File: src/wire_host_pkg.sv
// Constants, register map and timing of the single-wire bus master.
package wire_host_pkg;

    // Clock rate and the width of every cycle counter.
    localparam int unsigned CLK_HZ  = 200_000_000;
    localparam int unsigned CLK_MHZ = CLK_HZ / 1_000_000;
    localparam int unsigned CW      = 21;
    typedef logic [CW-1:0] cnt_t;

    // Pulse and slot times in microseconds, bit rates in bits per second.
    localparam int unsigned RST_REG_US    = 480;
    localparam int unsigned RST_FAST_US   = 48;
    localparam int unsigned PRES_REG_US   = 70;
    localparam int unsigned PRES_FAST_US  = 8;
    localparam int unsigned W0_REG_US     = 60;
    localparam int unsigned W0_FAST_US    = 6;
    localparam int unsigned W1_REG_US     = 6;
    localparam int unsigned W1_FAST_US    = 1;
    localparam int unsigned RDS_REG_US    = 13;
    localparam int unsigned RDS_FAST_US   = 2;
    localparam int unsigned RATE_REG_BPS  = 16300;
    localparam int unsigned RATE_FAST_BPS = 142000;
    localparam int unsigned COPY_WAIT_MS  = 5;

    // Cycle counts; a slot is the shortest that keeps the rate limit.
    localparam int unsigned RST_REG_CYC   = RST_REG_US * CLK_MHZ;
    localparam int unsigned RST_FAST_CYC  = RST_FAST_US * CLK_MHZ;
    localparam int unsigned PRES_REG_CYC  = PRES_REG_US * CLK_MHZ;
    localparam int unsigned PRES_FAST_CYC = PRES_FAST_US * CLK_MHZ;
    localparam int unsigned W0_REG_CYC    = W0_REG_US * CLK_MHZ;
    localparam int unsigned W0_FAST_CYC   = W0_FAST_US * CLK_MHZ;
    localparam int unsigned W1_REG_CYC    = W1_REG_US * CLK_MHZ;
    localparam int unsigned W1_FAST_CYC   = W1_FAST_US * CLK_MHZ;
    localparam int unsigned RDS_REG_CYC   = RDS_REG_US * CLK_MHZ;
    localparam int unsigned RDS_FAST_CYC  = RDS_FAST_US * CLK_MHZ;
    localparam int unsigned SLOT_REG_CYC  =
        (CLK_HZ + RATE_REG_BPS - 1) / RATE_REG_BPS;
    localparam int unsigned SLOT_FAST_CYC =
        (CLK_HZ + RATE_FAST_BPS - 1) / RATE_FAST_BPS;
    localparam int unsigned COPY_WAIT_CYC = COPY_WAIT_MS * (CLK_HZ / 1000);

    // Register byte offsets.
    localparam logic [7:0] OFS_CTRL   = 8'h00;
    localparam logic [7:0] OFS_TXDATA = 8'h04;
    localparam logic [7:0] OFS_RXDATA = 8'h08;
    localparam logic [7:0] OFS_STATUS = 8'h0C;

    // Control register fields and operation codes.
    localparam int unsigned CTRL_DIR_BIT  = 8;
    localparam int unsigned CTRL_LONG_BIT = 9;
    localparam logic [2:0] OP_RESET = 3'h1;
    localparam logic [2:0] OP_WRITE = 3'h2;
    localparam logic [2:0] OP_READ  = 3'h3;
    localparam logic [2:0] OP_TRIP  = 3'h4;
    localparam logic [2:0] OP_WAIT  = 3'h5;

    // Identity command codes.
    localparam logic [7:0] ROM_READ       = 8'h33;
    localparam logic [7:0] ROM_MATCH      = 8'h55;
    localparam logic [7:0] ROM_SKIP       = 8'hCC;
    localparam logic [7:0] ROM_SEARCH     = 8'hF0;
    localparam logic [7:0] ROM_FAST_SKIP  = 8'h3C;
    localparam logic [7:0] ROM_FAST_MATCH = 8'h69;

    // Transaction phases.
    typedef enum logic [1:0] {PH_NONE, PH_ROM, PH_MEM} phase_t;

endpackage

File: src/line_sync.sv
// Two-stage synchroniser for the bus line input.
`timescale 1ns/1ps
module line_sync (
    // Clock and reset
    input  wire logic clk,
    input  wire logic rst,
    // Raw and synchronised level
    input  wire logic din,
    output logic      dout
);
    logic meta_reg;

    // The line idles high, so both stages reset to one.
    always_ff @(posedge clk) begin
        if (rst) begin
            meta_reg <= 1'b1;
            dout     <= 1'b1;
        end else begin
            meta_reg <= din;
            dout     <= meta_reg;
        end
    end
endmodule

File: src/bit_slot.sv
// One timed line window: pull low, sample once, release until the end.
`timescale 1ns/1ps
module bit_slot (
    // Clock and reset
    input  wire logic                 clk,
    input  wire logic                 rst,
    // Window request and its timing in cycles
    input  wire logic                 start,
    input  wire wire_host_pkg::cnt_t  low_cyc,
    input  wire wire_host_pkg::cnt_t  smp_cyc,
    input  wire wire_host_pkg::cnt_t  end_cyc,
    // Line
    input  wire logic                 line_lvl,
    output logic                      drive_low,
    // Result
    output logic                      sample,
    output logic                      done
);
    logic                busy_reg;
    wire_host_pkg::cnt_t cnt_reg;
    logic                busy_next;
    wire_host_pkg::cnt_t cnt_next;

    // Next count and activity of the window.
    always_comb begin
        busy_next = busy_reg;
        cnt_next  = cnt_reg;
        if (start) begin
            busy_next = 1'b1;
            cnt_next  = '0;
        end else if (busy_reg) begin
            cnt_next = cnt_reg + 1'b1;
            if (cnt_next == end_cyc) begin
                busy_next = 1'b0;
            end
        end
    end

    // Counter, registered drive, sample and end pulse.
    always_ff @(posedge clk) begin
        if (rst) begin
            busy_reg  <= 1'b0;
            cnt_reg   <= '0;
            drive_low <= 1'b0;
            sample    <= 1'b1;
            done      <= 1'b0;
        end else begin
            busy_reg  <= busy_next;
            cnt_reg   <= cnt_next;
            drive_low <= busy_next && (cnt_next < low_cyc);
            done      <= busy_reg && !busy_next;
            if (busy_reg && cnt_reg == smp_cyc) begin
                sample <= line_lvl;
            end
        end
    end
endmodule

File: src/wire_host.sv
// Single-wire bus master with an APB register interface.
//
// Functional notes
// - Order: initialization, identity command, memory command, data.
// - Initialization is a master reset pulse answered by slave presence.
// - After presence, one of six eight-bit identity commands is sent.
// - Master uses identity read only with a single slave attached.
// - Code F0h: per bit, send bit and complement, sample master choice.
// - After broadcast fast skip: fast reset, then match or search.
// - Line idles high; long low periods act as resets.
// - A paused transaction leaves the line released high.
// - All parties drive open-drain, giving a wired-AND.
// - Every bit slot starts with a master falling edge.
// - Bit rate at most 16.3kbps regular and 142kbps fast.
// - Scratchpad write: 0Fh, low address, high address, data, LSB first.
// - Copy: 55h, three authorization bytes, then 5ms with line idle.
// - Memory read F0h: two address bytes, then up to 512 data bytes.
// - Regular-speed reset pulse lasts 480us to 960us.
//
// The implementer's own choices: the address map and the APB interface to the registers.
`timescale 1ns/1ps
module wire_host #(
    parameter int unsigned RST_REG_P   = wire_host_pkg::RST_REG_CYC,
    parameter int unsigned RST_FAST_P  = wire_host_pkg::RST_FAST_CYC,
    parameter int unsigned PRES_REG_P  = wire_host_pkg::PRES_REG_CYC,
    parameter int unsigned W0_REG_P    = wire_host_pkg::W0_REG_CYC,
    parameter int unsigned SLOT_REG_P  = wire_host_pkg::SLOT_REG_CYC,
    parameter int unsigned COPY_WAIT_P = wire_host_pkg::COPY_WAIT_CYC
) (
    // Clock and reset
    input  wire logic        clk,
    input  wire logic        rst,
    // APB slave
    input  wire logic        psel,
    input  wire logic        penable,
    input  wire logic        pwrite,
    input  wire logic [7:0]  paddr,
    input  wire logic [31:0] pwdata,
    output logic      [31:0] prdata,
    output logic             pready,
    output logic             pslverr,
    // Open-drain bus line
    input  wire logic        line_in,
    output logic             line_out,
    output logic             line_oe
);
    typedef enum {ST_IDLE, ST_RESET, ST_BYTE, ST_TRIP, ST_WAIT} state_t;

    // Write-1 low time and read sample point follow the write-0 time, so a
    // shortened regular slot keeps its proportions.
    localparam int unsigned W1_REG_L  =
        W0_REG_P * wire_host_pkg::W1_REG_US / wire_host_pkg::W0_REG_US;
    localparam int unsigned RDS_REG_L =
        W0_REG_P * wire_host_pkg::RDS_REG_US / wire_host_pkg::W0_REG_US;

    state_t                state_reg;
    wire_host_pkg::phase_t phase_reg;
    logic                  fast_speed_flag;
    logic                  presence_reg;
    logic                  order_err_reg;
    logic                  refused_reg;
    logic                  long_reg;
    logic                  dir_reg;
    logic                  is_write_reg;
    logic [7:0]            tx_reg;
    logic [7:0]            shift_reg;
    logic [7:0]            rx_reg;
    logic [2:0]            bit_idx_reg;
    logic [1:0]            step_reg;
    logic                  trip_id_reg;
    logic                  trip_cmp_reg;
    logic                  trip_chosen_reg;
    logic                  start_reg;
    wire_host_pkg::cnt_t   low_reg;
    wire_host_pkg::cnt_t   smp_reg;
    wire_host_pkg::cnt_t   end_reg;

    logic                  line_lvl;
    logic                  slot_low;
    logic                  slot_sample;
    logic                  slot_done;
    logic                  wr_ctrl;
    logic                  wr_tx;
    logic [2:0]            op;
    logic                  op_ok;
    logic                  mapped;
    logic                  next_bit;
    logic                  chosen;

    // Line input is resynchronised before any logic looks at it.
    line_sync u_sync (
        .clk  (clk),
        .rst  (rst),
        .din  (line_in),
        .dout (line_lvl)
    );

    // Timed window generator shared by reset, bit slots and copy wait.
    bit_slot u_slot (
        .clk       (clk),
        .rst       (rst),
        .start     (start_reg),
        .low_cyc   (low_reg),
        .smp_cyc   (smp_reg),
        .end_cyc   (end_reg),
        .line_lvl  (line_lvl),
        .drive_low (slot_low),
        .sample    (slot_sample),
        .done      (slot_done)
    );

    // The master only ever pulls low; the pull-up makes the high level.
    assign line_out = 1'b0;
    assign line_oe  = slot_low;

    // APB answers at once; an unmapped offset signals an error.
    assign pready  = 1'b1;
    assign mapped  = (paddr == wire_host_pkg::OFS_CTRL)   ||
                     (paddr == wire_host_pkg::OFS_TXDATA) ||
                     (paddr == wire_host_pkg::OFS_RXDATA) ||
                     (paddr == wire_host_pkg::OFS_STATUS);
    assign pslverr = psel && penable && !mapped;
    assign wr_ctrl = psel && penable && pwrite &&
                     (paddr == wire_host_pkg::OFS_CTRL);
    assign wr_tx   = psel && penable && pwrite &&
                     (paddr == wire_host_pkg::OFS_TXDATA);
    assign op      = pwdata[2:0];

    // An operation is taken only when idle and in a legal phase.
    always_comb begin
        op_ok = 1'b0;
        if (state_reg == ST_IDLE) begin
            unique case (op)
                wire_host_pkg::OP_RESET: op_ok = 1'b1;
                wire_host_pkg::OP_WRITE:
                    op_ok = (phase_reg != wire_host_pkg::PH_NONE);
                wire_host_pkg::OP_READ,
                wire_host_pkg::OP_TRIP:
                    op_ok = (phase_reg == wire_host_pkg::PH_MEM);
                wire_host_pkg::OP_WAIT: op_ok = 1'b1;
                default: op_ok = 1'b0;
            endcase
        end
    end

    // Search choice: a differing pair names the bit, else take the hint.
    assign chosen = (trip_id_reg != trip_cmp_reg) ? trip_id_reg : dir_reg;

    // Bit of the next byte slot: data LSB first, or a read slot.
    assign next_bit = is_write_reg ? shift_reg[1] : 1'b1;

    // Registered read data, loaded in the setup phase.
    always_ff @(posedge clk) begin
        if (rst) begin
            prdata <= 32'h0000_0000;
        end else if (psel && !penable && !pwrite) begin
            unique case (paddr)
                wire_host_pkg::OFS_CTRL:
                    prdata <= {22'h00_0000, long_reg, dir_reg, 8'h00};
                wire_host_pkg::OFS_TXDATA:
                    prdata <= {24'h00_0000, tx_reg};
                wire_host_pkg::OFS_RXDATA:
                    prdata <= {24'h00_0000, rx_reg};
                wire_host_pkg::OFS_STATUS:
                    prdata <= {22'h00_0000, trip_chosen_reg, trip_cmp_reg,
                               trip_id_reg, refused_reg, order_err_reg,
                               phase_reg, fast_speed_flag, presence_reg,
                               (state_reg != ST_IDLE)};
                default:
                    prdata <= 32'h0000_0000;
            endcase
        end
    end

    // Transmit byte and operation options held by software.
    always_ff @(posedge clk) begin
        if (rst) begin
            tx_reg   <= 8'h00;
            dir_reg  <= 1'b0;
            long_reg <= 1'b0;
        end else begin
            if (wr_tx) begin
                tx_reg <= pwdata[7:0];
            end
            if (wr_ctrl) begin
                dir_reg  <= pwdata[wire_host_pkg::CTRL_DIR_BIT];
                long_reg <= pwdata[wire_host_pkg::CTRL_LONG_BIT];
            end
        end
    end

    // Sticky error flags, cleared by the next accepted reset operation.
    always_ff @(posedge clk) begin
        if (rst) begin
            order_err_reg <= 1'b0;
            refused_reg   <= 1'b0;
        end else if (wr_ctrl) begin
            if (state_reg != ST_IDLE) begin
                refused_reg <= 1'b1;
            end else if (!op_ok) begin
                order_err_reg <= 1'b1;
            end else if (op == wire_host_pkg::OP_RESET) begin
                order_err_reg <= 1'b0;
                refused_reg   <= 1'b0;
            end
        end
    end

    // Sequencer: launches each timed window and collects its result.
    always_ff @(posedge clk) begin
        if (rst) begin
            state_reg       <= ST_IDLE;
            start_reg       <= 1'b0;
            low_reg         <= '0;
            smp_reg         <= '0;
            end_reg         <= '0;
            is_write_reg    <= 1'b0;
            shift_reg       <= 8'h00;
            bit_idx_reg     <= 3'h0;
            step_reg        <= 2'h0;
            trip_id_reg     <= 1'b0;
            trip_cmp_reg    <= 1'b0;
            trip_chosen_reg <= 1'b0;
            rx_reg          <= 8'h00;
        end else begin
            start_reg <= 1'b0;
            unique case (state_reg)
                ST_IDLE: begin
                    if (wr_ctrl && op_ok) begin
                        start_reg <= 1'b1;
                        unique case (op)
                            wire_host_pkg::OP_RESET: begin
                                state_reg <= ST_RESET;
                                if (fast_speed_flag && !pwdata[
                                        wire_host_pkg::CTRL_LONG_BIT]) begin
                                    low_reg <= cw(RST_FAST_P);
                                    smp_reg <= cw(RST_FAST_P +
                                        wire_host_pkg::PRES_FAST_CYC);
                                    end_reg <= cw(2 * RST_FAST_P);
                                end else begin
                                    low_reg <= cw(RST_REG_P);
                                    smp_reg <= cw(RST_REG_P + PRES_REG_P);
                                    end_reg <= cw(2 * RST_REG_P);
                                end
                            end
                            wire_host_pkg::OP_WAIT: begin
                                state_reg <= ST_WAIT;
                                low_reg   <= '0;
                                smp_reg   <= '0;
                                end_reg   <= cw(COPY_WAIT_P);
                            end
                            wire_host_pkg::OP_TRIP: begin
                                state_reg <= ST_TRIP;
                                step_reg  <= 2'h0;
                                load_slot(1'b1);
                            end
                            default: begin
                                state_reg    <= ST_BYTE;
                                bit_idx_reg  <= 3'h0;
                                is_write_reg <=
                                    (op == wire_host_pkg::OP_WRITE);
                                shift_reg    <= tx_reg;
                                load_slot((op == wire_host_pkg::OP_WRITE) ?
                                          tx_reg[0] : 1'b1);
                            end
                        endcase
                    end
                end
                ST_BYTE: begin
                    if (slot_done) begin
                        shift_reg <= {slot_sample, shift_reg[7:1]};
                        if (bit_idx_reg == 3'h7) begin
                            state_reg <= ST_IDLE;
                            if (!is_write_reg) begin
                                rx_reg <= {slot_sample, shift_reg[7:1]};
                            end
                        end else begin
                            bit_idx_reg <= bit_idx_reg + 3'h1;
                            start_reg   <= 1'b1;
                            load_slot(next_bit);
                        end
                    end
                end
                ST_TRIP: begin
                    if (slot_done) begin
                        unique case (step_reg)
                            2'h0: begin
                                trip_id_reg <= slot_sample;
                                step_reg    <= 2'h1;
                                start_reg   <= 1'b1;
                                load_slot(1'b1);
                            end
                            2'h1: begin
                                trip_cmp_reg <= slot_sample;
                                step_reg     <= 2'h2;
                                start_reg    <= 1'b1;
                                trip_chosen_reg <= (trip_id_reg != slot_sample)
                                                   ? trip_id_reg : dir_reg;
                                load_slot((trip_id_reg != slot_sample) ?
                                          trip_id_reg : dir_reg);
                            end
                            default: begin
                                step_reg  <= 2'h0;
                                state_reg <= ST_IDLE;
                            end
                        endcase
                    end
                end
                ST_RESET, ST_WAIT: begin
                    if (slot_done) begin
                        state_reg <= ST_IDLE;
                    end
                end
            endcase
        end
    end

    // Cut a 32-bit cycle figure to the counter width.
    function automatic wire_host_pkg::cnt_t cw(input int unsigned v);
        cw = wire_host_pkg::cnt_t'(v);
    endfunction

    // Set timing for one bit slot at the present speed.
    task automatic load_slot(input logic b);
        if (fast_speed_flag) begin
            low_reg <= cw(b ? wire_host_pkg::W1_FAST_CYC
                            : wire_host_pkg::W0_FAST_CYC);
            smp_reg <= cw(wire_host_pkg::RDS_FAST_CYC);
            end_reg <= cw(wire_host_pkg::SLOT_FAST_CYC);
        end else begin
            low_reg <= cw(b ? W1_REG_L : W0_REG_P);
            smp_reg <= cw(RDS_REG_L);
            end_reg <= cw(SLOT_REG_P);
        end
    endtask

    // Presence result of the last reset window.
    always_ff @(posedge clk) begin
        if (rst) begin
            presence_reg <= 1'b0;
        end else if (state_reg == ST_RESET && slot_done) begin
            presence_reg <= !slot_sample;
        end
    end

    // Phase tracking: reset, then one identity command, then memory use.
    always_ff @(posedge clk) begin
        if (rst) begin
            phase_reg <= wire_host_pkg::PH_NONE;
        end else if (state_reg == ST_RESET && slot_done) begin
            phase_reg <= slot_sample ? wire_host_pkg::PH_NONE
                                     : wire_host_pkg::PH_ROM;
        end else if (state_reg == ST_BYTE && slot_done &&
                     bit_idx_reg == 3'h7 && is_write_reg &&
                     phase_reg == wire_host_pkg::PH_ROM) begin
            phase_reg <= wire_host_pkg::PH_MEM;
        end
    end

    // Speed flag follows the identity command and the reset length.
    always_ff @(posedge clk) begin
        if (rst) begin
            fast_speed_flag <= 1'b0;
        end else if (state_reg == ST_IDLE && wr_ctrl && op_ok &&
                     op == wire_host_pkg::OP_RESET &&
                     (!fast_speed_flag ||
                      pwdata[wire_host_pkg::CTRL_LONG_BIT])) begin
            fast_speed_flag <= 1'b0;
        end else if (state_reg == ST_BYTE && slot_done &&
                     bit_idx_reg == 3'h7 && is_write_reg &&
                     phase_reg == wire_host_pkg::PH_ROM) begin
            // Fast skip or fast match as identity command selects fast speed.
            if (tx_reg == wire_host_pkg::ROM_FAST_SKIP ||
                tx_reg == wire_host_pkg::ROM_FAST_MATCH) begin
                fast_speed_flag <= 1'b1;
            end
        end
    end

endmodule

File: config.mk
export PLATFORM = sky130hd
export DESIGN_NAME = wire_host
export DESIGN_NICKNAME = d
export VERILOG_FILES = /design/src/wire_host_pkg.sv /design/src/line_sync.sv /design/src/bit_slot.sv /design/src/wire_host.sv
export SDC_FILE = /design/constraint.sdc
export NUM_CORES = 1
export LEC_CHECK = 0
export ABC_AREA = 1
export BUFFER_PORTS_ARGS = -buffer_cell sky130_fd_sc_hd__buf_4
export CELL_PAD_IN_SITES_DETAIL_PLACEMENT = 0
export CELL_PAD_IN_SITES_GLOBAL_PLACEMENT = 2
export CORE_UTILIZATION = 32
export CTS_CLUSTER_DIAMETER = 200
export CTS_CLUSTER_SIZE = 16
export DETAILED_ROUTE_END_ITERATION = 6
export GPL_TIMING_DRIVEN = 1
export PLACE_DENSITY_LB_ADDON = 0.1
export REMOVE_ABC_BUFFERS = 1
export SYNTH_ARGS = -nofsm -noshare
export SYNTH_HDL_FRONTEND = slang
export SYNTH_SLANG_ARGS = --single-unit
File: constraint.sdc
create_clock -name clk -period 2.8 [get_ports clk]
set_input_delay 0.42 -clock clk [delete_from_list [all_inputs] [get_ports clk]]
set_output_delay 0.42 -clock clk [all_outputs]
set_load 0.1 [all_outputs]
======== Word level (Yosys, flattened, before mapping) ========
Cells that the tools add are included.
operators by class
  add/sub/neg operators ................... 2
  $lt $le $gt $ge ......................... 1
  equality and inequality tests ........... 35
  mux-type cells .......................... 82
  bitwise operators ....................... 3
  reduce and logical (&&, ||, !) cells .... 64
operator list
  kind                                                   number
  two-way mux 21 bit                                     16
  case mux 21 bit (3 select lines)                       4
  two-way mux 32 bit                                     6
  case mux 32 bit (4 select lines)                       1
  case mux 21 bit (2 select lines)                       3
  two-way mux 14 bit                                     7
  equality test 32 x 2 -> 1 bit (second input constant)  3
  equality test 32 x 3 -> 1 bit (second input constant)  2
  logical NOT 32 bit                                     2
  two-way mux 11 bit                                     4
  equality test 21 bit                                   2
  case mux 10 bit (4 select lines)                       1
  two-way mux 17 bit                                     2
  equality test 32 x 1 -> 1 bit (second input constant)  1
  nonzero test 32 bit                                    1
  two-way mux 8 bit                                      3
  adder 21 x 1 -> 21 bit (second input constant)         1
  logical AND 1 bit                                      21
  less-than comparator 21 bit                            1
  two-way mux 18 bit                                     1
  AND reduction 6 bit                                    3
  two-way mux 1 bit                                      17
  equality test 8 x 4 -> 1 bit (second input constant)   2
  case mux 8 bit (2 select lines)                        1
  33 further kinds                                       82
word-level totals
  register bits after elaboration ......... 196
  input port bits ......................... 46
  output and inout port bits .............. 36
  logic and storage cells ................. 216

======== Logic depth before layout (Yosys ltp) ========
Gate-level depths: netlist of run 1.
  depth in word-level cells ............... 8
  depth in mapped cells ................... 21
  gate-level depth less buffers ........... 21

======== Hierarchy ========
Synthesis of run 1 repeated with hierarchy kept, for this count alone.
second synthesis, totals
  cells, all modules ...................... 1123
  area total of the unflattened synthesis .. 7360.8 µm²
modules (own cells, without submodules)
  module     instances  cells each  area an instance (µm²)  seq. area each (µm²)
  wire_host  1          613         4332.9                  1661.6
  bit_slot   1          503         2969.1                  500.5
  line_sync  1          7           58.8                    40.0

======== Worst setup path before layout of run 1 ========
Ideal clock, no wire load.
  path type ............................... input -> output
  start ................................... input port paddr[7]
  end ..................................... output port pslverr
  arrival time ............................ 3.115 ns
  path slack .............................. -0.735 ns
  cell stages on the path ................. 7
  buffers on the path ..................... 1
  cell sequence ........................... nor2_1 > nand2_1 > inv_1 > nand4_1 > clkbuf_1 > nand3_1 > nor3_1
on the way
  cells in the longest elaborated chain, start to end .. 6
RTL lines
  item                                                                      RTL line                            text
  from (decl)                                                               wire_host.sv:37                     input wire logic [7:0] paddr,
  equality test 8 x 3 -> 1 bit / logical NOT 8 bit (equally long branches)  wire_host.sv:119, wire_host.sv:118
  logical OR 1 bit                                                          wire_host.sv:118                    assign mapped = (paddr == wire_host_pkg::OFS_CTRL) ||
  logical OR 1 bit                                                          wire_host.sv:119                    (paddr == wire_host_pkg::OFS_TXDATA) ||
  logical OR 1 bit (*)                                                      wire_host.sv:120                    (paddr == wire_host_pkg::OFS_RXDATA) ||
  logical NOT 1 bit (*)                                                     wire_host.sv:122                    assign pslverr = psel && penable && !mapped;
  logical AND 1 bit (*)                                                     wire_host.sv:122
  to (decl)                                                                 wire_host.sv:41                     output logic pslverr,
Mark *: on every way between the ends. The rest lies on a longest branch, timed or not.

======== Final worst setup path of run 1 ========
  start ................................... register u_slot.cnt_reg[0]
  end ..................................... register u_slot.drive_low
RTL lines
  item                         RTL line        text
  from (decl)                  bit_slot.sv:20  wire_host_pkg::cnt_t cnt_reg;
  from (signal assigned)       bit_slot.sv:49  cnt_reg <= cnt_next;
  adder 21 x 1 -> 21 bit       bit_slot.sv:32  cnt_next = cnt_reg + 1'b1;
  two-way mux 21 bit           bit_slot.sv:31  end else if (busy_reg) begin
  two-way mux 21 bit           bit_slot.sv:28  if (start) begin
  via u_slot.cnt_next[10]      bit_slot.sv:22  wire_host_pkg::cnt_t cnt_next;
  less-than comparator 21 bit  bit_slot.sv:50  drive_low <= busy_next && (cnt_next < low_cyc);
  logical AND 1 bit            bit_slot.sv:50
  to (signal assigned)         bit_slot.sv:50
  to (decl)                    bit_slot.sv:14  output logic drive_low,
The timed path passes the listed nets, and every way through them passes these cells.
A chain may end at the register's enable or synchronous reset.

==> results of run 1 <==
==> worst register-to-register path, stage by stage, from the launching register on <==
cell      delay (ns)
dfxtp_4         0.38
ha_4            0.15
nand2_4         0.06
nor2_4          0.18
buf_6           0.13
buf_4           0.10
nand3_1         0.08
nand2_2         0.08
nand3_1         0.08
nand3_2         0.08
inv_1           0.05
ha_1            0.28
nand4_1         0.14
inv_2           0.10
nand4_1         0.09
nor2_2          0.15
o21bai_1        0.10
nand2_1         0.09
nand2_1         0.06
nand2_1         0.05
nor2_1          0.03
==> what timing repair did <==
item                                    in CTS  in global routing
buffers inserted                             2                  7
hold buffers                                 0                  0
resized for setup                            2                 41
endpoints found under the setup margin       1                  1
pin swaps                                    1                 17
==> power by group <==
| group | internal, uW | total [uW] | switching, uW |
|---|---|---|---|
| registers | 1570 | 1580 | 8.91 |
| logic | 124 | 558 | 434 |
| clock network | 626 | 1290 | 662 |
==> through the flow <==
step / TNS, ns / std cells / total power (uW) / cell area (um^2)
floorplan: -0.729 / 949 / 2020 / 6350
global placement: -0.0219 / 1300 / 2180 / 7300
detailed placement: -0.0473 / 1300 / 2180 / 7300
CTS: 0 / 1318 / 3480 / 7600
global route: 0 / 1325 / 3590 / 7780
finish: 0 / 1325 / 3420 / 7780
==> layer usage <==
metal  track usage  share of wire  vias to the layer above
li1              -              -                     3291
met4        0.0653          0.020                        0
met5             0              0                        -
met1         0.257           0.47                     2788
met3        0.0185          0.020                       22
met2         0.347           0.49                       83
==> cells in the mapped netlist, types with 5 or more instances <==
cell / n / area, um^2
nand4_1: 19 / 119
clkbuf_1: 17 / 63.8
a31oi_1: 10 / 62.6
nor2_4: 8 / 90.1
inv_2: 11 / 41.3
nor3_1: 9 / 45.0
nor4_1: 6 / 37.5
nand3_1: 46 / 230
inv_1: 116 / 435
nand2_1: 218 / 818
dfxtp_1: 110 / 2200
nor2_1: 118 / 443
o21ai_1: 14 / 70.1
nor2_2: 5 / 31.3
o22ai_1: 10 / 62.6
o21ai_0: 59 / 295
buf_4: 25 / 188
a21oi_1: 73 / 365
nand2_2: 5 / 31.3
ha_1: 26 / 325
nand2_4: 5 / 56.3
or3_1: 5 / 31.3
==> area by class of cell <==
class / instances / area share
sequential: 110 / 0.286
tap: 270 / 0.0434
clock buffer: 9 / 0.0289
clock inverter: 7 / 0.00820
timing repair buffer: 90 / 0.0873
multi-input combinational: 708 / 0.483
inverter: 131 / 0.0633
==> how the worst min path moves through the flow <==
| stage | slack (ns) | start | to |
|---|---|---|---|
| final | 0.25 | line_in | u_sync.meta_reg |
| after global routing | 0.24 | line_in | u_sync.meta_reg |
| after CTS | 0.23 | line_in | u_sync.meta_reg |
| after detailed placement | 0.39 | u_sync.meta_reg | u_sync.dout |
| after global placement | 0.39 | u_sync.meta_reg | u_sync.dout |
| after floorplan | 0.39 | u_sync.meta_reg | u_sync.dout |
==> cell families (layout without fill, tap and decap cells) <==
kind of cell / Yosys count / count (layout)
flip-flops: 110 / 110
buffers and inverters: 184 / 237
AND/OR/NAND/NOR: 458 / 458
other: 2 / 24
AO/OA/AOI/OAI: 193 / 193
adder cells (fa/ha/maj): 26 / 26
XOR/XNOR: 7 / 7
==> results.md, run 1 <==
* Status: complete, no violations
* IO Port Bufs at 35
* Worst Tran Pin Value at 0.577 ns
* Hold crit path type: in -> reg
* Mapped cell area at 6590 um^2
* DRC viols at 0
* Setup crit end: u_slot.drive_low
* Final Slew Violations at 0
* RSZ-0062 raised after global routing: false
* Sequential element share of the synthesized area at 0.334
* Yosys reg bits at 110
* FILL cells at 2247
* Final setup violation count at 0
* R2r setup slk at 0.26 ns
* Setup ws final at 0.260 ns
* Setup Skew at 0.0114 ns
* DR vias at 6184
* EDFF count, synth at 0
* Adder-cell share of the synthesized area at 0.0493
* Starting Density at 0.326
* Syn_area_per_cell at 6.73 um^2
* Max Cap Viol at 0
* CP Buf/Inv Count at 4
* Register Area at 2220 um^2
* CP top delay family: simple AND/OR/NAND/NOR gates
* Commonest non-fill, non-tap cell in the layout: nand2_1
* Initial antenna violation count at 0
* Global-route wire length before repair at 32700 um
* Max reg flops at 21
* Mux contribution to synthesized area at 0
* Hold Path Depth at 2
* Total leakage power at 0.00337 uW
* Highest-count cells in the layout ignoring fill and taps: 211 x nand2_1, 116 x nor2_1, 113 x inv_1
* CP max stage delay at 0.38 ns
* CTS tree: built
* Antenna cells at 0
* Largest net degree at the start of global routing at 44
* Final Net Count at 1122
* Crit path top cell by count: nand2_1
* Pre-antenna DRT Iters at 5
* Later-pin clock latency in the skew report at 0.36 ns
* Die Span X at 146 um
* Final WL at 20400 um
* Part of the cycle the worst path needs at 0.907
* Total congestion overflow at 0
* Asr flop ratio synth at 0
* Post-route minimum period at 2.54 ns
* Crit-path cells: ha_4 -> nand2_4 -> nor2_4 -> buf_6 -> buf_4 -> nand3_1 -> nand2_2 -> nand3_1 -> nand3_2 -> inv_1 -> ha_1 -> nand4_1 -> inv_2 -> nand4_1 -> nor2_2 -> o21bai_1 -> nand2_1 -> nand2_1 -> nand2_1 -> nor2_1
* CP arrival at 2.80 ns
* Antenna violation net count after detailed routing at 0
* Clk sinks at 110
* Multi-input gate area at 3760 um^2
* Synth Flop Type: dfxtp_1
* Hold slack at 0.248 ns
* Slew headroom at 0.615
* Nature of the critical path startpoint: flop
* Wirelength per Cell at 15.4 um
* Root Buffer: clkbuf_16
* CTS Buf Count at 9
* Layout cell share with drive strength beyond 1 at 0.177
* Critical path origin: u_slot.cnt_reg[0]
* VDD IR max at 315 uV
* Synth Area in XOR/XNOR at 0.0114
* Crit Reg-Reg Endpoint: u_slot.drive_low
* Placer Congestion at 0.844
* Place WS at -0.0473 ns
* Critical Path Stages at 20
* DRT iter0 DRCs at 315
* Slowest CP cell: dfxtp_4
* Vias in the first global route at 5907
* Post-DP HPWL at 15800 um
* Via density at 4.67
* Worst setup path class: reg -> reg
* Ys Warns at 0
* Core region area at 20200 um^2
* Layout area overhead at 18.0%
* Final hold violation count at 0
* Depth of the CTS H-tree at 3
* CTS clk-pin slew, worst paths at 0.08 ns
* Max Clock Freq at 394 MHz
* Syn Inst Count at 980
* CP Capture Type: flop
* IO Count at 82
* Combinational family with the most area after synthesis: simple AND/OR/NAND/NOR gates
* Standard-cell rows at 52
* Clock buffer depth at 2
* Die H at 146 um
* Synth Area in Simple Gates at 0.311
* Die footprint at 21200 um^2
* Compound-Gate Fraction of Synth Area at 0.169
* Critical Path RT at 3.06 ns
* Post-layout util at 0.385
* Worst r2r path cells at 20
* PwrDens at 440 nW/um^2
* Worst-path maximum fanout at 5
* Reg2Reg Launch Point: u_slot.cnt_reg[0]
* Total global-route track usage at 0.199
* Library cells used by synthesis at 53
No activity file was read; power rests on OpenSTA's default activity.
==> inputs of run 2 (changes only) <==
--- a/config.mk
+++ b/config.mk
@@ -9,6 +9,7 @@
 export BUFFER_PORTS_ARGS = -buffer_cell sky130_fd_sc_hd__buf_4
 export CELL_PAD_IN_SITES_DETAIL_PLACEMENT = 0
 export CELL_PAD_IN_SITES_GLOBAL_PLACEMENT = 2
+export CORE_ASPECT_RATIO = 0.9
 export CORE_UTILIZATION = 32
 export CTS_CLUSTER_DIAMETER = 200
 export CTS_CLUSTER_SIZE = 16
@@ -16,6 +17,7 @@
 export GPL_TIMING_DRIVEN = 1
 export PLACE_DENSITY_LB_ADDON = 0.1
 export REMOVE_ABC_BUFFERS = 1
+export SLEW_MARGIN = 10
 export SYNTH_ARGS = -nofsm -noshare
 export SYNTH_HDL_FRONTEND = slang
 export SYNTH_SLANG_ARGS = --single-unit
==> run 2 against run 1 <==
- cell count shrank 2.5%
- maximum frequency is 1.0% lower
- die area barely moved
- highest routed layer unchanged
==> results.md, run 2 (synthesis gave the netlist of run 1 again) <==
* Status: complete, no violations (unchanged)
* Reg2Reg Launch Point: u_slot.cnt_reg[1] (was u_slot.cnt_reg[0])
* Clk sinks at 110 (unchanged)
* Largest net degree at the start of global routing at 42 (was 44)
* Total congestion overflow at 0 (unchanged)
* DR vias at 6209 (was 6184)
* Max reg flops at 21 (unchanged)
* CP max stage delay at 0.35 ns (was 0.38 ns)
* Highest-count cells in the layout ignoring fill and taps: 215 x nand2_1, 117 x nor2_1, 116 x inv_1 (was 211 x nand2_1, 116 x nor2_1, 113 x inv_1)
* Final hold violation count at 0 (unchanged)
* Initial antenna violation count at 0 (unchanged)
* Die Span X at 153 um (was 146 um)
* Placed instance count at 1270 (was 1300)
* Depth of the CTS H-tree at 3 (unchanged)
* Nature of the critical path startpoint: flop (unchanged)
* Later-pin clock latency in the skew report at 0.36 ns (about the same)
* Non-filler cells, final at 1292 (was 1325)
* Placer Congestion at 0.852 (was 0.844)
* Fin Setup TNS at 0 ns (unchanged)
* PwrDens at 461 nW/um^2 (was 440 nW/um^2)
* Max Cap Viol at 0 (unchanged)
* Hold crit path type: in -> reg (unchanged)
* Final Slew Violations at 0 (unchanged)
* DRT iter0 DRCs at 358 (was 315)
* Starting Density at 0.328 (was 0.326)
* Root Buffer: clkbuf_16 (unchanged)
* Setup Skew at 0.00876 ns (was 0.0114 ns)
* Final setup violation count at 0 (unchanged)
* Post-DP HPWL at 16300 um (was 15800 um)
* Setup crit end: u_slot.drive_low (unchanged)
* Crit-path cells: buf_4 -> nand2_1 -> nor2_4 -> nand2_4 -> nor2_4 -> nand2_1 -> nand2_2 -> nor2_1 -> or3_1 -> inv_1 -> ha_1 -> nand4_1 -> inv_1 -> nand2_1 -> o211ai_1 -> o21bai_1 -> nand2_1 -> nand2_1 -> nand2_1 -> nor2_1 (was ha_4 -> nand2_4 -> nor2_4 -> buf_6 -> buf_4 -> nand3_1 -> nand2_2 -> nand3_1 -> nand3_2 -> inv_1 -> ha_1 -> nand4_1 -> inv_2 -> nand4_1 -> nor2_2 -> o21bai_1 -> nand2_1 -> nand2_1 -> nand2_1 -> nor2_1)
* IO Count at 82 (unchanged)
* Crit path top cell by count: nand2_1 (unchanged)
* Wirelength per Cell at 16.1 um (was 15.4 um)
* DRC viols at 0 (unchanged)
* VDD IR max at 299 uV (was 315 uV)
* Part of the cycle the worst path needs at 0.917 (was 0.907)
* R2r setup slk at 0.23 ns (was 0.26 ns)
* Layout area overhead at 15.2% (was 18.0%)
* Global-route wire length before repair at 32600 um (was 32700 um)
* Max Clock Freq at 390 MHz (was 394 MHz)
* Vias in the first global route at 5653 (was 5907)
* Post-route minimum period at 2.57 ns (was 2.54 ns)
* Via density at 4.81 (was 4.67)
* Antenna violation net count after detailed routing at 0 (unchanged)
* Pre-antenna DRT Iters at 4 (was 5)
* CTS Buf Count at 9 (unchanged)
* Commonest non-fill, non-tap cell in the layout: nand2_1 (unchanged)
* Critical path origin: u_slot.cnt_reg[1] (was u_slot.cnt_reg[0])
* Worst setup path class: reg -> reg (unchanged)
* Die H at 138 um (was 146 um)
* Total global-route track usage at 0.200 (was 0.199)
* Post-place instance area at 7190 um^2 (was 7300 um^2)
* Final Net Count at 1105 (was 1122)
* Worst Tran Pin Value at 0.703 ns (was 0.577 ns)
* Total leakage power at 0.00329 uW (was 0.00337 uW)
* Fin area at 7600 um^2 (was 7780 um^2)
* Worst r2r path cells at 20 (unchanged)
* Slowest CP cell: or3_1 (was dfxtp_4)
* Critical Path RT at 3.10 ns (was 3.06 ns)
* Layout cell share with drive strength beyond 1 at 0.146 (was 0.177)
* Final WL at 20800 um (was 20400 um)
* Clock buffer depth at 2 (unchanged)
* Worst-path maximum fanout at 8 (was 5)
* Core region area at 20100 um^2 (was 20200 um^2)
* CP Capture Type: flop (unchanged)
* CTS tree: built (unchanged)
* CTS clk-pin slew, worst paths at 0.08 ns (about the same)
* CP arrival at 2.86 ns (was 2.80 ns)
* Slew headroom at 0.530 (was 0.615)
* Crit Reg-Reg Endpoint: u_slot.drive_low (unchanged)
* Die footprint at 21200 um^2 (about the same)
* Antenna cells at 0 (unchanged)
* Standard-cell rows at 49 (was 52)
* IO Port Bufs at 35 (unchanged)
run 2: how the worst min path moves through the flow:
stage / start / to / cells past startpoint
CTS: line_in / u_sync.meta_reg / 2
floorplan: u_sync.meta_reg / u_sync.dout / 1
detailed placement: u_sync.meta_reg / u_sync.dout / 1
finish: line_in / u_sync.meta_reg / 2
global route: line_in / u_sync.meta_reg / 2
global placement: u_sync.meta_reg / u_sync.dout / 1
run 2: repair_timing:
| action | in CTS | in global routing |
|---|---|---|
| hold buffers | 0 | 0 |
| setup buffers | 0 | 7 |
| hold endpoints to repair | 0 | 0 |
| endpoints found under the setup margin | 0 | 1 |
| gates resized for setup | 0 | 18 |
run 2: cell type report:
| class | instances | area (um^2) |
|---|---|---|
| clock buffers | 10 | 239 |
| multi-input cells | 708 | 3700 |
| clock inverters | 5 | 65.1 |
| well taps | 255 | 319 |
| repair buffers | 73 | 573 |
| fillers | 2266 | 12500 |
| flip-flops and latches | 110 | 2210 |
| inverters | 131 | 493 |
run 2: metrics by stage:
step / power (uW) / setup slack, ns / hold slack [ns] / util
floorplan: 2020 / -0.729 / 0.389 / -
global placement: 2190 / 0.0944 / 0.392 / 0.358
detailed placement: 2180 / 0.117 / 0.401 / 0.358
CTS: 3570 / 0.0933 / 0.226 / 0.373
global route: 3660 / -0.0141 / 0.238 / 0.378
finish: 3500 / 0.233 / 0.243 / 0.378
run 2: worst max-delay path: cells and delay by family, from the launching register on:
kind | cells | cell delay, ns
and+or+nand+nor | 14 | 1.48
adders and majority gates | 1 | 0.23
AOI/OAI and AO/OA | 2 | 0.22
DFF | 1 | 0.33
buffers and inverters | 3 | 0.24
run 2: routing by layer:
layer  GRT usage  vias up  share of wire
met5           0        -              0
met4      0.0399        0         0.0068
met3      0.0345        8          0.047
met2       0.264      114           0.38
met1       0.327     2832           0.57
li1            -     3255              -
run 2: where the power goes:
part           switching [uW]  leakage (uW)  total [uW]  internal [uW]
logic                     435       0.00225         564            128
registers                9.31      0.000889        1580           1570
clock network             628      0.000150        1350            727
total                    1070       0.00329        3500           2430
==> inputs of run 3 (changes only) <==
--- a/config.mk
+++ b/config.mk
@@ -15,7 +15,7 @@
 export CTS_CLUSTER_SIZE = 16
 export DETAILED_ROUTE_END_ITERATION = 6
 export GPL_TIMING_DRIVEN = 1
-export PLACE_DENSITY_LB_ADDON = 0.1
+export PLACE_DENSITY_LB_ADDON = 0.15
 export REMOVE_ABC_BUFFERS = 1
 export SLEW_MARGIN = 10
 export SYNTH_ARGS = -nofsm -noshare
==> run 3 against run 2 <==
- combinational power fell by 2%
- maximum frequency fell by 0.17%
- cell count hardly changed
- clock skew is 0.0028 ns higher
- utilization up 0.26 points
- non-clock buffer count up 1
- wire length decreased by 1.3%
- sequential power about the same
- critical endpoint unchanged
- largest cell class unchanged
- largest power group unchanged
- highest routed layer unchanged
==> results.md, run 3 (synthesis gave the netlist of run 1 again) <==
* Worst setup path class: reg -> reg (unchanged)
* CTS tree: built (unchanged)
* GR Layer Usage met1 at 0.326 (was 0.327)
* CP Capture Type: flop (unchanged)
* Setup Skew at 0.0116 ns (was 0.00876 ns)
* Crit-path cells: buf_6 -> nand2_4 -> nor2_4 -> nand3_1 -> nand2_1 -> nand2_2 -> nor2_1 -> or3_4 -> inv_1 -> ha_1 -> nand4_1 -> inv_1 -> nand4_1 -> nor2_1 -> o21bai_1 -> nand2_1 -> nand2_1 -> nand2_1 -> nor2_1 (was buf_4 -> nand2_1 -> nor2_4 -> nand2_4 -> nor2_4 -> nand2_1 -> nand2_2 -> nor2_1 -> or3_1 -> inv_1 -> ha_1 -> nand4_1 -> inv_1 -> nand2_1 -> o211ai_1 -> o21bai_1 -> nand2_1 -> nand2_1 -> nand2_1 -> nor2_1)
* Layout cell share with drive strength beyond 1 at 0.155 (was 0.146)
* Later-pin clock latency in the skew report at 0.36 ns (about the same)
* PwrDens at 453 nW/um^2 (was 461 nW/um^2)
* Die H at 138 um (unchanged)
* Commonest non-fill, non-tap cell in the layout: nand2_1 (unchanged)
* Critical Path RT at 3.06 ns (was 3.10 ns)
* Final Net Count at 1106 (was 1105)
* DRT iter0 DRCs at 485 (was 358)
* Pre-antenna DRT Iters at 5 (was 4)
* Non-filler cells, final at 1293 (was 1292)
* Hold crit path type: in -> reg (unchanged)
* IO Count at 82 (unchanged)
* DRC viols at 0 (unchanged)
* Sw Ratio at 0.305 (was 0.306)
* Vias in the first global route at 5571 (was 5653)
* Wirelength per Cell at 15.9 um (was 16.1 um)
* Highest-count cells in the layout ignoring fill and taps: 212 x nand2_1, 117 x nor2_1, 114 x inv_1 (was 215 x nand2_1, 117 x nor2_1, 116 x inv_1)
* Final setup violation count at 0 (unchanged)
* Comb pwr share at 0.159 (was 0.161)
* Crit path top cell by count: nand2_1 (unchanged)
* Worst-path maximum fanout at 6 (was 8)
* Layout area overhead at 16.0% (was 15.2%)
* Final WL at 20500 um (was 20800 um)
* Fin area at 7650 um^2 (was 7600 um^2)
* Met3 GRT Util at 0.0288 (was 0.0345)
* Worst Tran Pin Value at 0.711 ns (was 0.703 ns)
* CTS Buf Count at 9 (unchanged)
* Status: complete, no violations (unchanged)
* Final hold violation count at 0 (unchanged)
* Die Span X at 153 um (unchanged)
* Initial antenna violation count at 0 (unchanged)
* CTS clk-pin slew, worst paths at 0.08 ns (about the same)
* Placed instance count at 1271 (was 1270)
* Antenna violation net count after detailed routing at 0 (unchanged)
* Total congestion overflow at 0 (unchanged)
* PnR Total Power at 3460 uW (was 3500 uW)
* Slew headroom at 0.525 (was 0.530)
* Post-place instance area at 7170 um^2 (was 7190 um^2)
* CP max stage delay at 0.37 ns (was 0.35 ns)
* Internal power of the cells at 2410 uW (was 2430 uW)
* Max Cap Viol at 0 (unchanged)
* Clk sinks at 110 (unchanged)
* IO Port Bufs at 35 (unchanged)
* Final Slew Violations at 0 (unchanged)
* Post-DP HPWL at 15900 um (was 16300 um)
* Largest net degree at the start of global routing at 51 (was 42)
* VDD IR max at 293 uV (was 299 uV)
* Total leakage power at 0.00331 uW (was 0.00329 uW)
* Root Buffer: clkbuf_16 (unchanged)
* Clock power frac at 0.385 (was 0.387)
* Standard-cell rows at 49 (unchanged)
* CTS Hold Bufs at 0 (unchanged)
* Starting Density at 0.328 (unchanged)
* Nature of the critical path startpoint: flop (unchanged)
* Max Clock Freq at 389 MHz (was 390 MHz)
* Clock buffer depth at 2 (unchanged)
* Reg power frac at 0.456 (was 0.452)
* Total global-route track usage at 0.197 (was 0.200)
* Post-route minimum period at 2.57 ns (about the same)
* Grt peak-use layer: met1 (unchanged)
* Global-route wire length before repair at 32200 um (was 32600 um)
* CP arrival at 2.83 ns (was 2.86 ns)
* Fin Setup TNS at 0 ns (unchanged)
* Die footprint at 21200 um^2 (unchanged)
* Core region area at 20100 um^2 (unchanged)
* Via density at 4.82 (was 4.81)
* CP Buf/Inv Count at 3 (unchanged)
* Antenna cells at 0 (unchanged)
* Placer Congestion at 0.845 (was 0.852)
* CP top delay family: simple AND/OR/NAND/NOR gates (unchanged)
* Part of the cycle the worst path needs at 0.918 (was 0.917)
* Max reg flops at 21 (unchanged)
* Slowest CP cell: dfxtp_4 (was or3_1)
* DR vias at 6227 (was 6209)
* Hold slack at 0.255 ns (was 0.243 ns)
* Depth of the CTS H-tree at 3 (unchanged)
* R2r setup slk at 0.23 ns (about the same)
* Switching power total at 1060 uW (was 1070 uW)
* Met2 Use GR at 0.262 (was 0.264)
run 3: per-layer routing:
layer  vias up  part of all wire  wire length, um
met5         -                 0                0
met4         0            0.0087              178
met3        11             0.042              867
met2       117              0.38             7860
met1      2841              0.57            11600
li1       3258                 -                -
run 3: area by class of cell:
cell class | instances | area (um^2)
sequential | 110 | 2210
clock inverter | 4 | 55.1
clock buffer | 11 | 243
inverter | 131 | 493
fill | 2203 | 12500
tap | 255 | 319
multi-input combinational | 708 | 3760
timing repair buffer | 74 | 563
run 3: worst reg2reg max path: stages, from the launching register on:
cell,delay [ns]
dfxtp_4,0.37
buf_6,0.11
nand2_4,0.05
nor2_4,0.24
nand3_1,0.22
nand2_1,0.15
nand2_2,0.07
nor2_1,0.12
or3_4,0.15
inv_1,0.04
ha_1,0.28
nand4_1,0.09
inv_1,0.08
nand4_1,0.07
nor2_1,0.15
o21bai_1,0.09
nand2_1,0.07
nand2_1,0.05
nand2_1,0.05
nor2_1,0.03
run 3: power by group through the flow:
stage,Clock [uW],Sequential [uW],Combinational [uW]
after floorplan,0,1620,400
after global placement,0,1620,554
after detailed placement,0,1620,549
after CTS,1380,1580,552
after global routing,1450,1580,591
final,1330,1580,550
run 3: what timing repair did:
action | CTS | global route
setup buffers | 0 | 7
resized for setup | 0 | 35
setup endpoints to repair | 0 | 1
run 3: worst paths after layout:
| check | start | to | depth (start not counted) |
|---|---|---|---|
| min reg2reg | u_sync.meta_reg | u_sync.dout | 1 |
| max reg2reg | u_slot.cnt_reg[1] | u_slot.drive_low | 19 |
| max | u_slot.cnt_reg[1] | u_slot.drive_low | 19 |
| min | line_in | u_sync.meta_reg | 2 |
run 3: per-stage QoR:
step	utilization	setup WS, ns
after floorplan	-	-0.729
after global placement	0.357	0.113
after detailed placement	0.357	0.112
after CTS	0.371	0.0793
after global routing	0.380	-0.0212
final	0.380	0.229
